===== src/dspx_map.svh =====
// Encoding constants for the DSP extension sub-class decoder
`ifndef DSPX_MAP_SVH
`define DSPX_MAP_SVH

`define DSPX_MAJOR_HI       31
`define DSPX_MAJOR_LO       26
`define DSPX_SRC1_HI        25
`define DSPX_SRC1_LO        21
`define DSPX_SRC2_HI        20
`define DSPX_SRC2_LO        16
`define DSPX_DST_HI         15
`define DSPX_DST_LO         11
`define DSPX_DST_TOP_HI     15
`define DSPX_DST_TOP_LO     13
`define DSPX_ACC_HI         12
`define DSPX_ACC_LO         11
`define DSPX_IMM_HI         25
`define DSPX_IMM_LO         16
`define DSPX_SEL_HI         10
`define DSPX_SEL_LO         6
`define DSPX_FUNC_HI        5
`define DSPX_FUNC_LO        0

`define DSPX_GROUP_OPCODE   6'h1f
`define DSPX_FUNC_CMP       6'h11
`define DSPX_FUNC_ABS       6'h12
`define DSPX_FUNC_SHIFT     6'h13
`define DSPX_FUNC_LOAD      6'h0a
`define DSPX_FUNC_DOT       6'h30

`define DSPX_SEL_BYTE_IMM_REPL 5'h02
`define DSPX_SEL_HALF_IMM_REPL 5'h0a

`endif


===== src/dspx_pkg.sv =====
// Types shared by the DSP extension sub-class decoder
package dspx_pkg;

   typedef enum logic [2:0] {
      CLS_NONE,
      CLS_CMP,
      CLS_ABS,
      CLS_SHIFT,
      CLS_LOAD,
      CLS_DOT
   } dspx_cls_t;

   typedef enum logic [6:0] {
      OP_NONE,
      OP_BYTE_CMP_EQ,
      OP_BYTE_CMP_LT,
      OP_BYTE_CMP_LE,
      OP_BYTE_PICK,
      OP_BYTE_CMP_EQ_TO_REG,
      OP_BYTE_CMP_LT_TO_REG,
      OP_BYTE_CMP_LE_TO_REG,
      OP_HALF_CMP_EQ,
      OP_HALF_CMP_LT,
      OP_HALF_CMP_LE,
      OP_HALF_PICK,
      OP_FRAC_HALF_TO_BYTE_PACK,
      OP_INT_HALF_TO_BYTE_PACK,
      OP_HALF_PACK_RIGHT_LEFT,
      OP_SAT_UNSIGNED_BYTE_PACK,
      OP_FRAC_WORD_TO_HALF_PACK,
      OP_FRAC_WORD_TO_HALF_PACK_RND,
      OP_BYTE_CMP_EQ_DUAL,
      OP_BYTE_CMP_LE_DUAL,
      OP_SRA_WORD_TO_HALF_PACK,
      OP_SRA_WORD_TO_HALF_PACK_RND,
      OP_BYTE_SAT_ABS,
      OP_BYTE_IMM_REPLICATE,
      OP_BYTE_REG_REPLICATE,
      OP_FRAC_BYTE_EXPAND_LEFT,
      OP_FRAC_BYTE_EXPAND_RIGHT,
      OP_FRAC_BYTE_EXPAND_LEFT_ALT,
      OP_FRAC_BYTE_EXPAND_RIGHT_ALT,
      OP_HALF_SAT_ABS,
      OP_HALF_IMM_REPLICATE,
      OP_HALF_REG_REPLICATE,
      OP_FRAC_HALF_EXPAND_LEFT,
      OP_FRAC_HALF_EXPAND_RIGHT,
      OP_WORD_SAT_ABS,
      OP_BIT_REVERSE,
      OP_UNSIGNED_BYTE_EXPAND_LEFT,
      OP_UNSIGNED_BYTE_EXPAND_RIGHT,
      OP_UNSIGNED_BYTE_EXPAND_LEFT_ALT,
      OP_UNSIGNED_BYTE_EXPAND_RIGHT_ALT,
      OP_BYTE_SHIFT_LEFT,
      OP_BYTE_SHIFT_RIGHT_LOGICAL,
      OP_BYTE_SHIFT_LEFT_REG,
      OP_BYTE_SHIFT_RIGHT_LOGICAL_REG,
      OP_BYTE_SHIFT_RIGHT_ARITH,
      OP_BYTE_SHIFT_RIGHT_ARITH_RND,
      OP_BYTE_SHIFT_RIGHT_ARITH_REG,
      OP_BYTE_SHIFT_RIGHT_ARITH_REG_RND,
      OP_HALF_SHIFT_LEFT,
      OP_HALF_SHIFT_RIGHT_ARITH,
      OP_HALF_SHIFT_LEFT_REG,
      OP_HALF_SHIFT_RIGHT_ARITH_REG,
      OP_HALF_SAT_SHIFT_LEFT,
      OP_HALF_SHIFT_RIGHT_ARITH_RND,
      OP_HALF_SAT_SHIFT_LEFT_REG,
      OP_HALF_SHIFT_RIGHT_ARITH_REG_RND,
      OP_WORD_SAT_SHIFT_LEFT,
      OP_WORD_SHIFT_RIGHT_ARITH_RND,
      OP_WORD_SAT_SHIFT_LEFT_REG,
      OP_WORD_SHIFT_RIGHT_ARITH_REG_RND,
      OP_HALF_SHIFT_RIGHT_LOGICAL,
      OP_HALF_SHIFT_RIGHT_LOGICAL_REG,
      OP_INDEXED_WORD_LOAD,
      OP_INDEXED_HALF_LOAD,
      OP_INDEXED_UBYTE_LOAD,
      OP_DOT_PRODUCT
   } dspx_op_t;

   // Decoded instruction as handed to the execute stage
   typedef struct packed {
      logic       valid;
      dspx_cls_t  cls;
      dspx_op_t   op;
      logic [4:0] subop_selector;
      logic [4:0] first_source_field;
      logic [4:0] second_source_field;
      logic [4:0] dest_field;
      logic [4:0] shift_amount_field;
      logic [9:0] imm10;
      logic [1:0] accumulator_select;
      logic       reserved;
      logic       field_err;
      logic       rsvd_exc;
   } dspx_dec_t;

endpackage : dspx_pkg


===== src/dspx_dec_reg.sv =====
// Output register stage for the decoded instruction
`timescale 1ns/1ns
`default_nettype none

module dspx_dec_reg (
   // Clock and control
   input  wire logic              clk,
   input  wire logic              rst_b,
   input  wire logic              ce,
   // Decode in and out
   input  wire dspx_pkg::dspx_dec_t d,
   output var  dspx_pkg::dspx_dec_t q
);

   dspx_pkg::dspx_dec_t q_d;

   always_comb
   begin
      q_d = q;
      if (ce)
      begin
         q_d = d;
      end
   end

   always_ff @(posedge clk)
   begin
      if (!rst_b)
      begin
         q <= '0;
      end
      else
      begin
         q <= q_d;
      end
   end

endmodule : dspx_dec_reg

`default_nettype wire


===== src/dspx_decoder.sv =====
// DSP extension sub-class decoder: compare, abs, shift, load, dot
`timescale 1ns/1ns
`default_nettype none
`include "dspx_map.svh"

module dspx_decoder #(
   parameter logic RSVD_TRAP = 1'b1
) (
   // Clock and control
   input  wire logic                clk,
   input  wire logic                rst_b,
   input  wire logic                ce,
   // Instruction from fetch/issue
   input  wire logic                instr_valid,
   input  wire logic [31:0]         instr,
   input  wire logic                dsp_present,
   // Registered decode result
   output var  dspx_pkg::dspx_dec_t dec_q,
   // Same-cycle decode result
   output var  dspx_pkg::dspx_dec_t dec_now
);

   logic [5:0] major;
   logic [5:0] func;
   logic [4:0] sel;
   logic       in_group;

   assign major    = instr[`DSPX_MAJOR_HI:`DSPX_MAJOR_LO];
   assign func     = instr[`DSPX_FUNC_HI:`DSPX_FUNC_LO];
   assign sel      = instr[`DSPX_SEL_HI:`DSPX_SEL_LO];
   assign in_group = instr_valid && (major == `DSPX_GROUP_OPCODE);

   // Pure combinational decode, no state
   always_comb
   begin
      dspx_pkg::dspx_op_t op;
      dspx_pkg::dspx_cls_t cls;
      op  = dspx_pkg::OP_NONE;
      cls = dspx_pkg::CLS_NONE;
      dec_now = '0;
      dec_now.subop_selector      = sel;
      dec_now.first_source_field  = instr[`DSPX_SRC1_HI:`DSPX_SRC1_LO];
      dec_now.second_source_field = instr[`DSPX_SRC2_HI:`DSPX_SRC2_LO];
      dec_now.dest_field          = instr[`DSPX_DST_HI:`DSPX_DST_LO];
      dec_now.shift_amount_field  = instr[`DSPX_SRC1_HI:`DSPX_SRC1_LO];
      dec_now.imm10               = instr[`DSPX_IMM_HI:`DSPX_IMM_LO];
      dec_now.accumulator_select  = instr[`DSPX_ACC_HI:`DSPX_ACC_LO];

      if (in_group)
      begin
         // Row is sel[4:3], column sel[2:0]; one flat case covers both
         unique case (func)
            `DSPX_FUNC_CMP:
            begin
               cls = dspx_pkg::CLS_CMP;
               unique case (sel)
                  5'h00: op = dspx_pkg::OP_BYTE_CMP_EQ;
                  5'h01: op = dspx_pkg::OP_BYTE_CMP_LT;
                  5'h02: op = dspx_pkg::OP_BYTE_CMP_LE;
                  5'h03: op = dspx_pkg::OP_BYTE_PICK;
                  5'h04: op = dspx_pkg::OP_BYTE_CMP_EQ_TO_REG;
                  5'h05: op = dspx_pkg::OP_BYTE_CMP_LT_TO_REG;
                  5'h06: op = dspx_pkg::OP_BYTE_CMP_LE_TO_REG;
                  5'h08: op = dspx_pkg::OP_HALF_CMP_EQ;
                  5'h09: op = dspx_pkg::OP_HALF_CMP_LT;
                  5'h0a: op = dspx_pkg::OP_HALF_CMP_LE;
                  5'h0b: op = dspx_pkg::OP_HALF_PICK;
                  5'h0c: op = dspx_pkg::OP_FRAC_HALF_TO_BYTE_PACK;
                  5'h0d: op = dspx_pkg::OP_INT_HALF_TO_BYTE_PACK;
                  5'h0e: op = dspx_pkg::OP_HALF_PACK_RIGHT_LEFT;
                  5'h0f: op = dspx_pkg::OP_SAT_UNSIGNED_BYTE_PACK;
                  5'h14: op = dspx_pkg::OP_FRAC_WORD_TO_HALF_PACK;
                  5'h15: op = dspx_pkg::OP_FRAC_WORD_TO_HALF_PACK_RND;
                  5'h18: op = dspx_pkg::OP_BYTE_CMP_EQ_DUAL;
                  5'h1a: op = dspx_pkg::OP_BYTE_CMP_LE_DUAL;
                  5'h1e: op = dspx_pkg::OP_SRA_WORD_TO_HALF_PACK;
                  5'h1f: op = dspx_pkg::OP_SRA_WORD_TO_HALF_PACK_RND;
                  default: op = dspx_pkg::OP_NONE;
               endcase
            end
            `DSPX_FUNC_ABS:
            begin
               cls = dspx_pkg::CLS_ABS;
               unique case (sel)
                  5'h01: op = dspx_pkg::OP_BYTE_SAT_ABS;
                  5'h02: op = dspx_pkg::OP_BYTE_IMM_REPLICATE;
                  5'h03: op = dspx_pkg::OP_BYTE_REG_REPLICATE;
                  5'h04: op = dspx_pkg::OP_FRAC_BYTE_EXPAND_LEFT;
                  5'h05: op = dspx_pkg::OP_FRAC_BYTE_EXPAND_RIGHT;
                  5'h06: op = dspx_pkg::OP_FRAC_BYTE_EXPAND_LEFT_ALT;
                  5'h07: op = dspx_pkg::OP_FRAC_BYTE_EXPAND_RIGHT_ALT;
                  5'h09: op = dspx_pkg::OP_HALF_SAT_ABS;
                  5'h0a: op = dspx_pkg::OP_HALF_IMM_REPLICATE;
                  5'h0b: op = dspx_pkg::OP_HALF_REG_REPLICATE;
                  5'h0c: op = dspx_pkg::OP_FRAC_HALF_EXPAND_LEFT;
                  5'h0d: op = dspx_pkg::OP_FRAC_HALF_EXPAND_RIGHT;
                  5'h11: op = dspx_pkg::OP_WORD_SAT_ABS;
                  5'h1b: op = dspx_pkg::OP_BIT_REVERSE;
                  5'h1c: op = dspx_pkg::OP_UNSIGNED_BYTE_EXPAND_LEFT;
                  5'h1d: op = dspx_pkg::OP_UNSIGNED_BYTE_EXPAND_RIGHT;
                  5'h1e: op = dspx_pkg::OP_UNSIGNED_BYTE_EXPAND_LEFT_ALT;
                  5'h1f: op = dspx_pkg::OP_UNSIGNED_BYTE_EXPAND_RIGHT_ALT;
                  default: op = dspx_pkg::OP_NONE;
               endcase
               // Immediate forms spend bits 25..21 on the immediate
               if ((sel != `DSPX_SEL_BYTE_IMM_REPL)
                   && (sel != `DSPX_SEL_HALF_IMM_REPL)
                   && (instr[`DSPX_SRC1_HI:`DSPX_SRC1_LO] != 5'h00))
               begin
                  dec_now.field_err = 1'b1;
               end
            end
            `DSPX_FUNC_SHIFT:
            begin
               cls = dspx_pkg::CLS_SHIFT;
               unique case (sel)
                  5'h00: op = dspx_pkg::OP_BYTE_SHIFT_LEFT;
                  5'h01: op = dspx_pkg::OP_BYTE_SHIFT_RIGHT_LOGICAL;
                  5'h02: op = dspx_pkg::OP_BYTE_SHIFT_LEFT_REG;
                  5'h03: op = dspx_pkg::OP_BYTE_SHIFT_RIGHT_LOGICAL_REG;
                  5'h04: op = dspx_pkg::OP_BYTE_SHIFT_RIGHT_ARITH;
                  5'h05: op = dspx_pkg::OP_BYTE_SHIFT_RIGHT_ARITH_RND;
                  5'h06: op = dspx_pkg::OP_BYTE_SHIFT_RIGHT_ARITH_REG;
                  5'h07: op = dspx_pkg::OP_BYTE_SHIFT_RIGHT_ARITH_REG_RND;
                  5'h08: op = dspx_pkg::OP_HALF_SHIFT_LEFT;
                  5'h09: op = dspx_pkg::OP_HALF_SHIFT_RIGHT_ARITH;
                  5'h0a: op = dspx_pkg::OP_HALF_SHIFT_LEFT_REG;
                  5'h0b: op = dspx_pkg::OP_HALF_SHIFT_RIGHT_ARITH_REG;
                  5'h0c: op = dspx_pkg::OP_HALF_SAT_SHIFT_LEFT;
                  5'h0d: op = dspx_pkg::OP_HALF_SHIFT_RIGHT_ARITH_RND;
                  5'h0e: op = dspx_pkg::OP_HALF_SAT_SHIFT_LEFT_REG;
                  5'h0f: op = dspx_pkg::OP_HALF_SHIFT_RIGHT_ARITH_REG_RND;
                  5'h14: op = dspx_pkg::OP_WORD_SAT_SHIFT_LEFT;
                  5'h15: op = dspx_pkg::OP_WORD_SHIFT_RIGHT_ARITH_RND;
                  5'h16: op = dspx_pkg::OP_WORD_SAT_SHIFT_LEFT_REG;
                  5'h17: op = dspx_pkg::OP_WORD_SHIFT_RIGHT_ARITH_REG_RND;
                  5'h19: op = dspx_pkg::OP_HALF_SHIFT_RIGHT_LOGICAL;
                  5'h1b: op = dspx_pkg::OP_HALF_SHIFT_RIGHT_LOGICAL_REG;
                  default: op = dspx_pkg::OP_NONE;
               endcase
            end
            `DSPX_FUNC_LOAD:
            begin
               // first source is base, second is index
               cls = dspx_pkg::CLS_LOAD;
               unique case (sel)
                  5'h00: op = dspx_pkg::OP_INDEXED_WORD_LOAD;
                  5'h04: op = dspx_pkg::OP_INDEXED_HALF_LOAD;
                  5'h06: op = dspx_pkg::OP_INDEXED_UBYTE_LOAD;
                  default: op = dspx_pkg::OP_NONE;
               endcase
            end
            `DSPX_FUNC_DOT:
            begin
               // Execute picks the variant from subop_selector
               cls = dspx_pkg::CLS_DOT;
               op  = dspx_pkg::OP_DOT_PRODUCT;
               if (instr[`DSPX_DST_TOP_HI:`DSPX_DST_TOP_LO] != 3'h0)
               begin
                  dec_now.field_err = 1'b1;
               end
            end
            default:
            begin
               cls = dspx_pkg::CLS_NONE;
               op  = dspx_pkg::OP_NONE;
            end
         endcase
      end

      dec_now.cls   = cls;
      dec_now.op    = op;
      dec_now.valid = (cls != dspx_pkg::CLS_NONE);
      dec_now.reserved = (cls != dspx_pkg::CLS_NONE)
                         && (op == dspx_pkg::OP_NONE);
      // Absent extension traps on the whole class, assigned or not
      dec_now.rsvd_exc = (cls != dspx_pkg::CLS_NONE)
                         && (!dsp_present
                             || (RSVD_TRAP && dec_now.reserved));
   end

   // Registered copy keeps dec_q flop-driven; dec_now stays combinational
   dspx_dec_reg u_dec_reg (
      .clk   (clk),
      .rst_b (rst_b),
      .ce    (ce),
      .d     (dec_now),
      .q     (dec_q)
   );

endmodule : dspx_decoder

`default_nettype wire


===== config.mk =====
export PLATFORM = sky130hd
export DESIGN_NAME = dspx_decoder
export DESIGN_NICKNAME = d
export VERILOG_FILES = /design/src/dspx_pkg.sv /design/src/dspx_dec_reg.sv /design/src/dspx_decoder.sv
export VERILOG_INCLUDE_DIRS = /design/src
export SDC_FILE = /design/constraint.sdc
export NUM_CORES = 1
export LEC_CHECK = 0
export ABC_AREA = 1
export BUFFER_PORTS_ARGS = -buffer_cell sky130_fd_sc_hd__buf_2
export CAP_MARGIN = 20
export CORE_MARGIN = 2
export CORE_UTILIZATION = 49
export CTS_BUF_LIST = sky130_fd_sc_hd__clkbuf_4 sky130_fd_sc_hd__clkbuf_8
export DETAILED_ROUTE_END_ITERATION = 8
export PLACE_DENSITY = 0.88
export SLEW_MARGIN = 5
export SYNTH_ARGS = -nofsm -noshare
export SYNTH_HDL_FRONTEND = slang
export SYNTH_SLANG_ARGS = --single-unit

===== constraint.sdc =====
create_clock -name clk -period 3.4 [get_ports clk]
set_clock_uncertainty 0.15 [all_clocks]
set_input_delay 0.17 -clock clk [delete_from_list [all_inputs] [get_ports clk]]
set_output_delay 0.17 -clock clk [all_outputs]
set_load 0.02 [all_outputs]

==> impl_metrics.yaml <==
run_status:
  outcome: "complete, but fails checks"
  violations: "hold timing"
yosys:
  yosysWarnings: 0
  ys.flop_type: "dfxtp_1"
  syn_nets: 424
  synthArstFlopShare_pct: 0
  synthCells: 381
  yosysMostFrequentCell: "nand2_1"
  ys_seq_elements: 34
  netlist_area_um2: 2436
  synth_cell_types: 28
  synthTopCellsByCount: "nand2_1 (72), nor2_1 (65), buf_4 (55)"
  synth_seq_area_share_pct: 27.94
  synth_area_leaders: "dfxtp_1 (28%), buf_4 (17%), nand2_1 (11%)"
  syn_area_per_cell_um2: 6.394
  synth_area_leader_cell: "dfxtp_1"
  synth_edf_count: 0
  yosysTopAreaCellShare_pct: 27.94
power:
  peakVddDrop_mv: 0.2697
  power_density_nw_per_um2: 358.6
  total_power_mw: 1.041
  leakagePower_nw: 1.672
global_routing:
  grt_antenna_before_repair: 0
  grt_usage_pct: 24.55
  grt_pass1_wl_um: 10640
  overflow: 0
  grt_max_degree: 52
  grt_pass1_vias: 2319
final_layout:
  antennaDiodeCount: 0
  filler_cell_count: 468
  stdcell_area_um2: 2904
  largest_reg_flops: 34
  stdcell_count: 533
  syn2layout_area_growth_pct: 19.21
  drive_above_1_share_pct: 34.76
  regMostFlops: "u_dec_reg.q"
  layout.nets: 508
  top_regs: "u_dec_reg.q (34)"
critical_path:
  crit_fanout: 8
  crit_required_ns: 3.08
  crit_type: "in2out"
  cp.arrival_ns: 1.99
  worstSetupEndpointType: "primary output"
  worstSetupStartpointType: "input pin"
sta:
  period_share_pct: 68.09
  fin_crit_ns: 2.315
  worstMarginPinSlew_ns: 0.7327
  hold_slack_ns: -0.001940
  setup_viol: 0
  slew_violations: 0
  slew_headroom_pct: 51.15
  tns_ns: 0
  hold_viol_final: 1
  rsz0062_at_grt: "no"
  fmax_ghz: 0.4320
cts:
  clkTransAtPathRegs_ns: 0.07
  tritoncts: "done"
  cts_root_buf: "clkbuf_8"
  numCtsBuffers: 5
  cts_max_path_buffers: 2
  clock_latency_ns: 0.28
  cts.repair.resized: 0
  cts_max_level: 2
  clock-sinks: 34
drt:
  vias: 2639
  dr.pass1.iters: 4
  drt-initial-drc-count: 183
  wl_per_cell_um: 13.18
  drc: 0
  viasPerCell: 4.951
  wl_um: 7026
  postRouteAntennaNets: 0
placement:
  dpl_cell_area_um2: 2749
  dp.cells: 519
  detailed_place_hpwl_um: 5342
  portBuffers: 138
  gp_congestion: 0.9616
die:
  dieArea_um2: 5552
  coreArea_um2: 4755
  io_pins: 139
  core.rowCount: 25
  start_util_pct: 51.24
  die_h_um: 74.51
  dieWidth_um: 74.51
worst_hold_path:
  hold_path.class: "in2reg"
job:
  max-cap-violations: 0
==> cell type report <==
class | count | area [um2] | area share (%)
Multi-Input combinational cell | 251 | 1185 | 40.80
Clock inverter | 2 | 12.51 | 0.4308
Timing Repair Buffer | 144 | 750.7 | 25.85
Sequential cell | 34 | 680.7 | 23.44
Clock buffer | 6 | 82.58 | 2.844
Tap cell | 67 | 83.83 | 2.887
Inverter | 29 | 108.9 | 3.748
==> worst paths after layout <==
kind                           startpoint                      endpoint  slack [ns]  depth (start not counted)
max reg2reg  u_dec_reg.q[39]$_SDFFE_PN0P_  u_dec_reg.q[39]$_SDFFE_PN0P_        2.55                          2
min reg2reg  u_dec_reg.q[50]$_SDFFE_PN0P_  u_dec_reg.q[50]$_SDFFE_PN0P_        0.34                          2
max                              instr[6]                    dec_now[0]        1.09                         19
min                             instr[11]   u_dec_reg.q[3]$_SDFFE_PN0P_      -0.002                          3
==> placed cells by master, fill, tap and decap left out, types with 2 or more instances in the layout <==
| master | count |
|---|---|
| nand3_1 | 22 |
| buf_2 | 138 |
| a21oi_2 | 2 |
| inv_2 | 3 |
| nand2_1 | 72 |
| nand2_2 | 3 |
| ha_1 | 6 |
| o21ai_0 | 39 |
| nand4_1 | 2 |
| dlygate4sd3_1 | 6 |
| nor2_2 | 5 |
| inv_1 | 24 |
| nor2_1 | 65 |
| nor3_1 | 3 |
| a21oi_1 | 21 |
| clkinv_1 | 2 |
| dfxtp_1 | 34 |
| o21ai_1 | 2 |
| clkbuf_8 | 6 |
==> worst max-delay path: stages <==
cell	delay (ns)
buf_2	0.15
inv_1	0.23
ha_1	0.29
inv_1	0.07
nand2_1	0.05
nand2_1	0.05
nand2_1	0.04
nand2_1	0.06
nor2_1	0.04
nor2_1	0.10
nand2_1	0.05
nand2_1	0.09
nand2_1	0.07
nor2_2	0.10
nand3_2	0.10
nand2_2	0.07
nand2_2	0.05
inv_1	0.05
buf_2	0.15
==> layer usage <==
layer	global-route usage, %	share of wire [%]
met5	0	0
met4	5.754	1.2
met3	5.420	8.4
met2	42.97	49
met1	30.79	41
==> cells by family after synthesis <==
kind of cell    count (synthesis)  synth area share [%]
fa+ha+maj                       6                 3.082
flops                          34                 27.94
buf+inv                        96                 23.42
compound gates                 69                 15.05
simple gates                  176                 30.51
==> what timing repair did <==
item,in CTS,in global routing
setup buffers,0,0
setup endpoints to repair,0,0
hold endpoints to repair,6,0
hold buffers,6,0
==> metrics by stage <==
| step | utilization [%] | hold WS, ns | worst slack, ns |
|---|---|---|---|
| finish | 61.08 | -0.001940 | 1.085 |
| global route | 61.08 | 0.01322 | 0.8394 |
| CTS | 61.08 | 0.001503 | 1.094 |
| detailed placement | 57.82 | 0.2751 | 1.106 |
| global placement | 57.82 | 0.2680 | 1.149 |
| floorplan | - | 0.1549 | 1.497 |
==> power by group <==
| group | switching [mW] | internal, mW | total, mW |
|---|---|---|---|
| logic | 0.195 | 0.0922 | 0.287 |
| clock network | 0.156 | 0.163 | 0.319 |
| registers | 0.0132 | 0.423 | 0.436 |
Power figures use the tool's default switching activity.
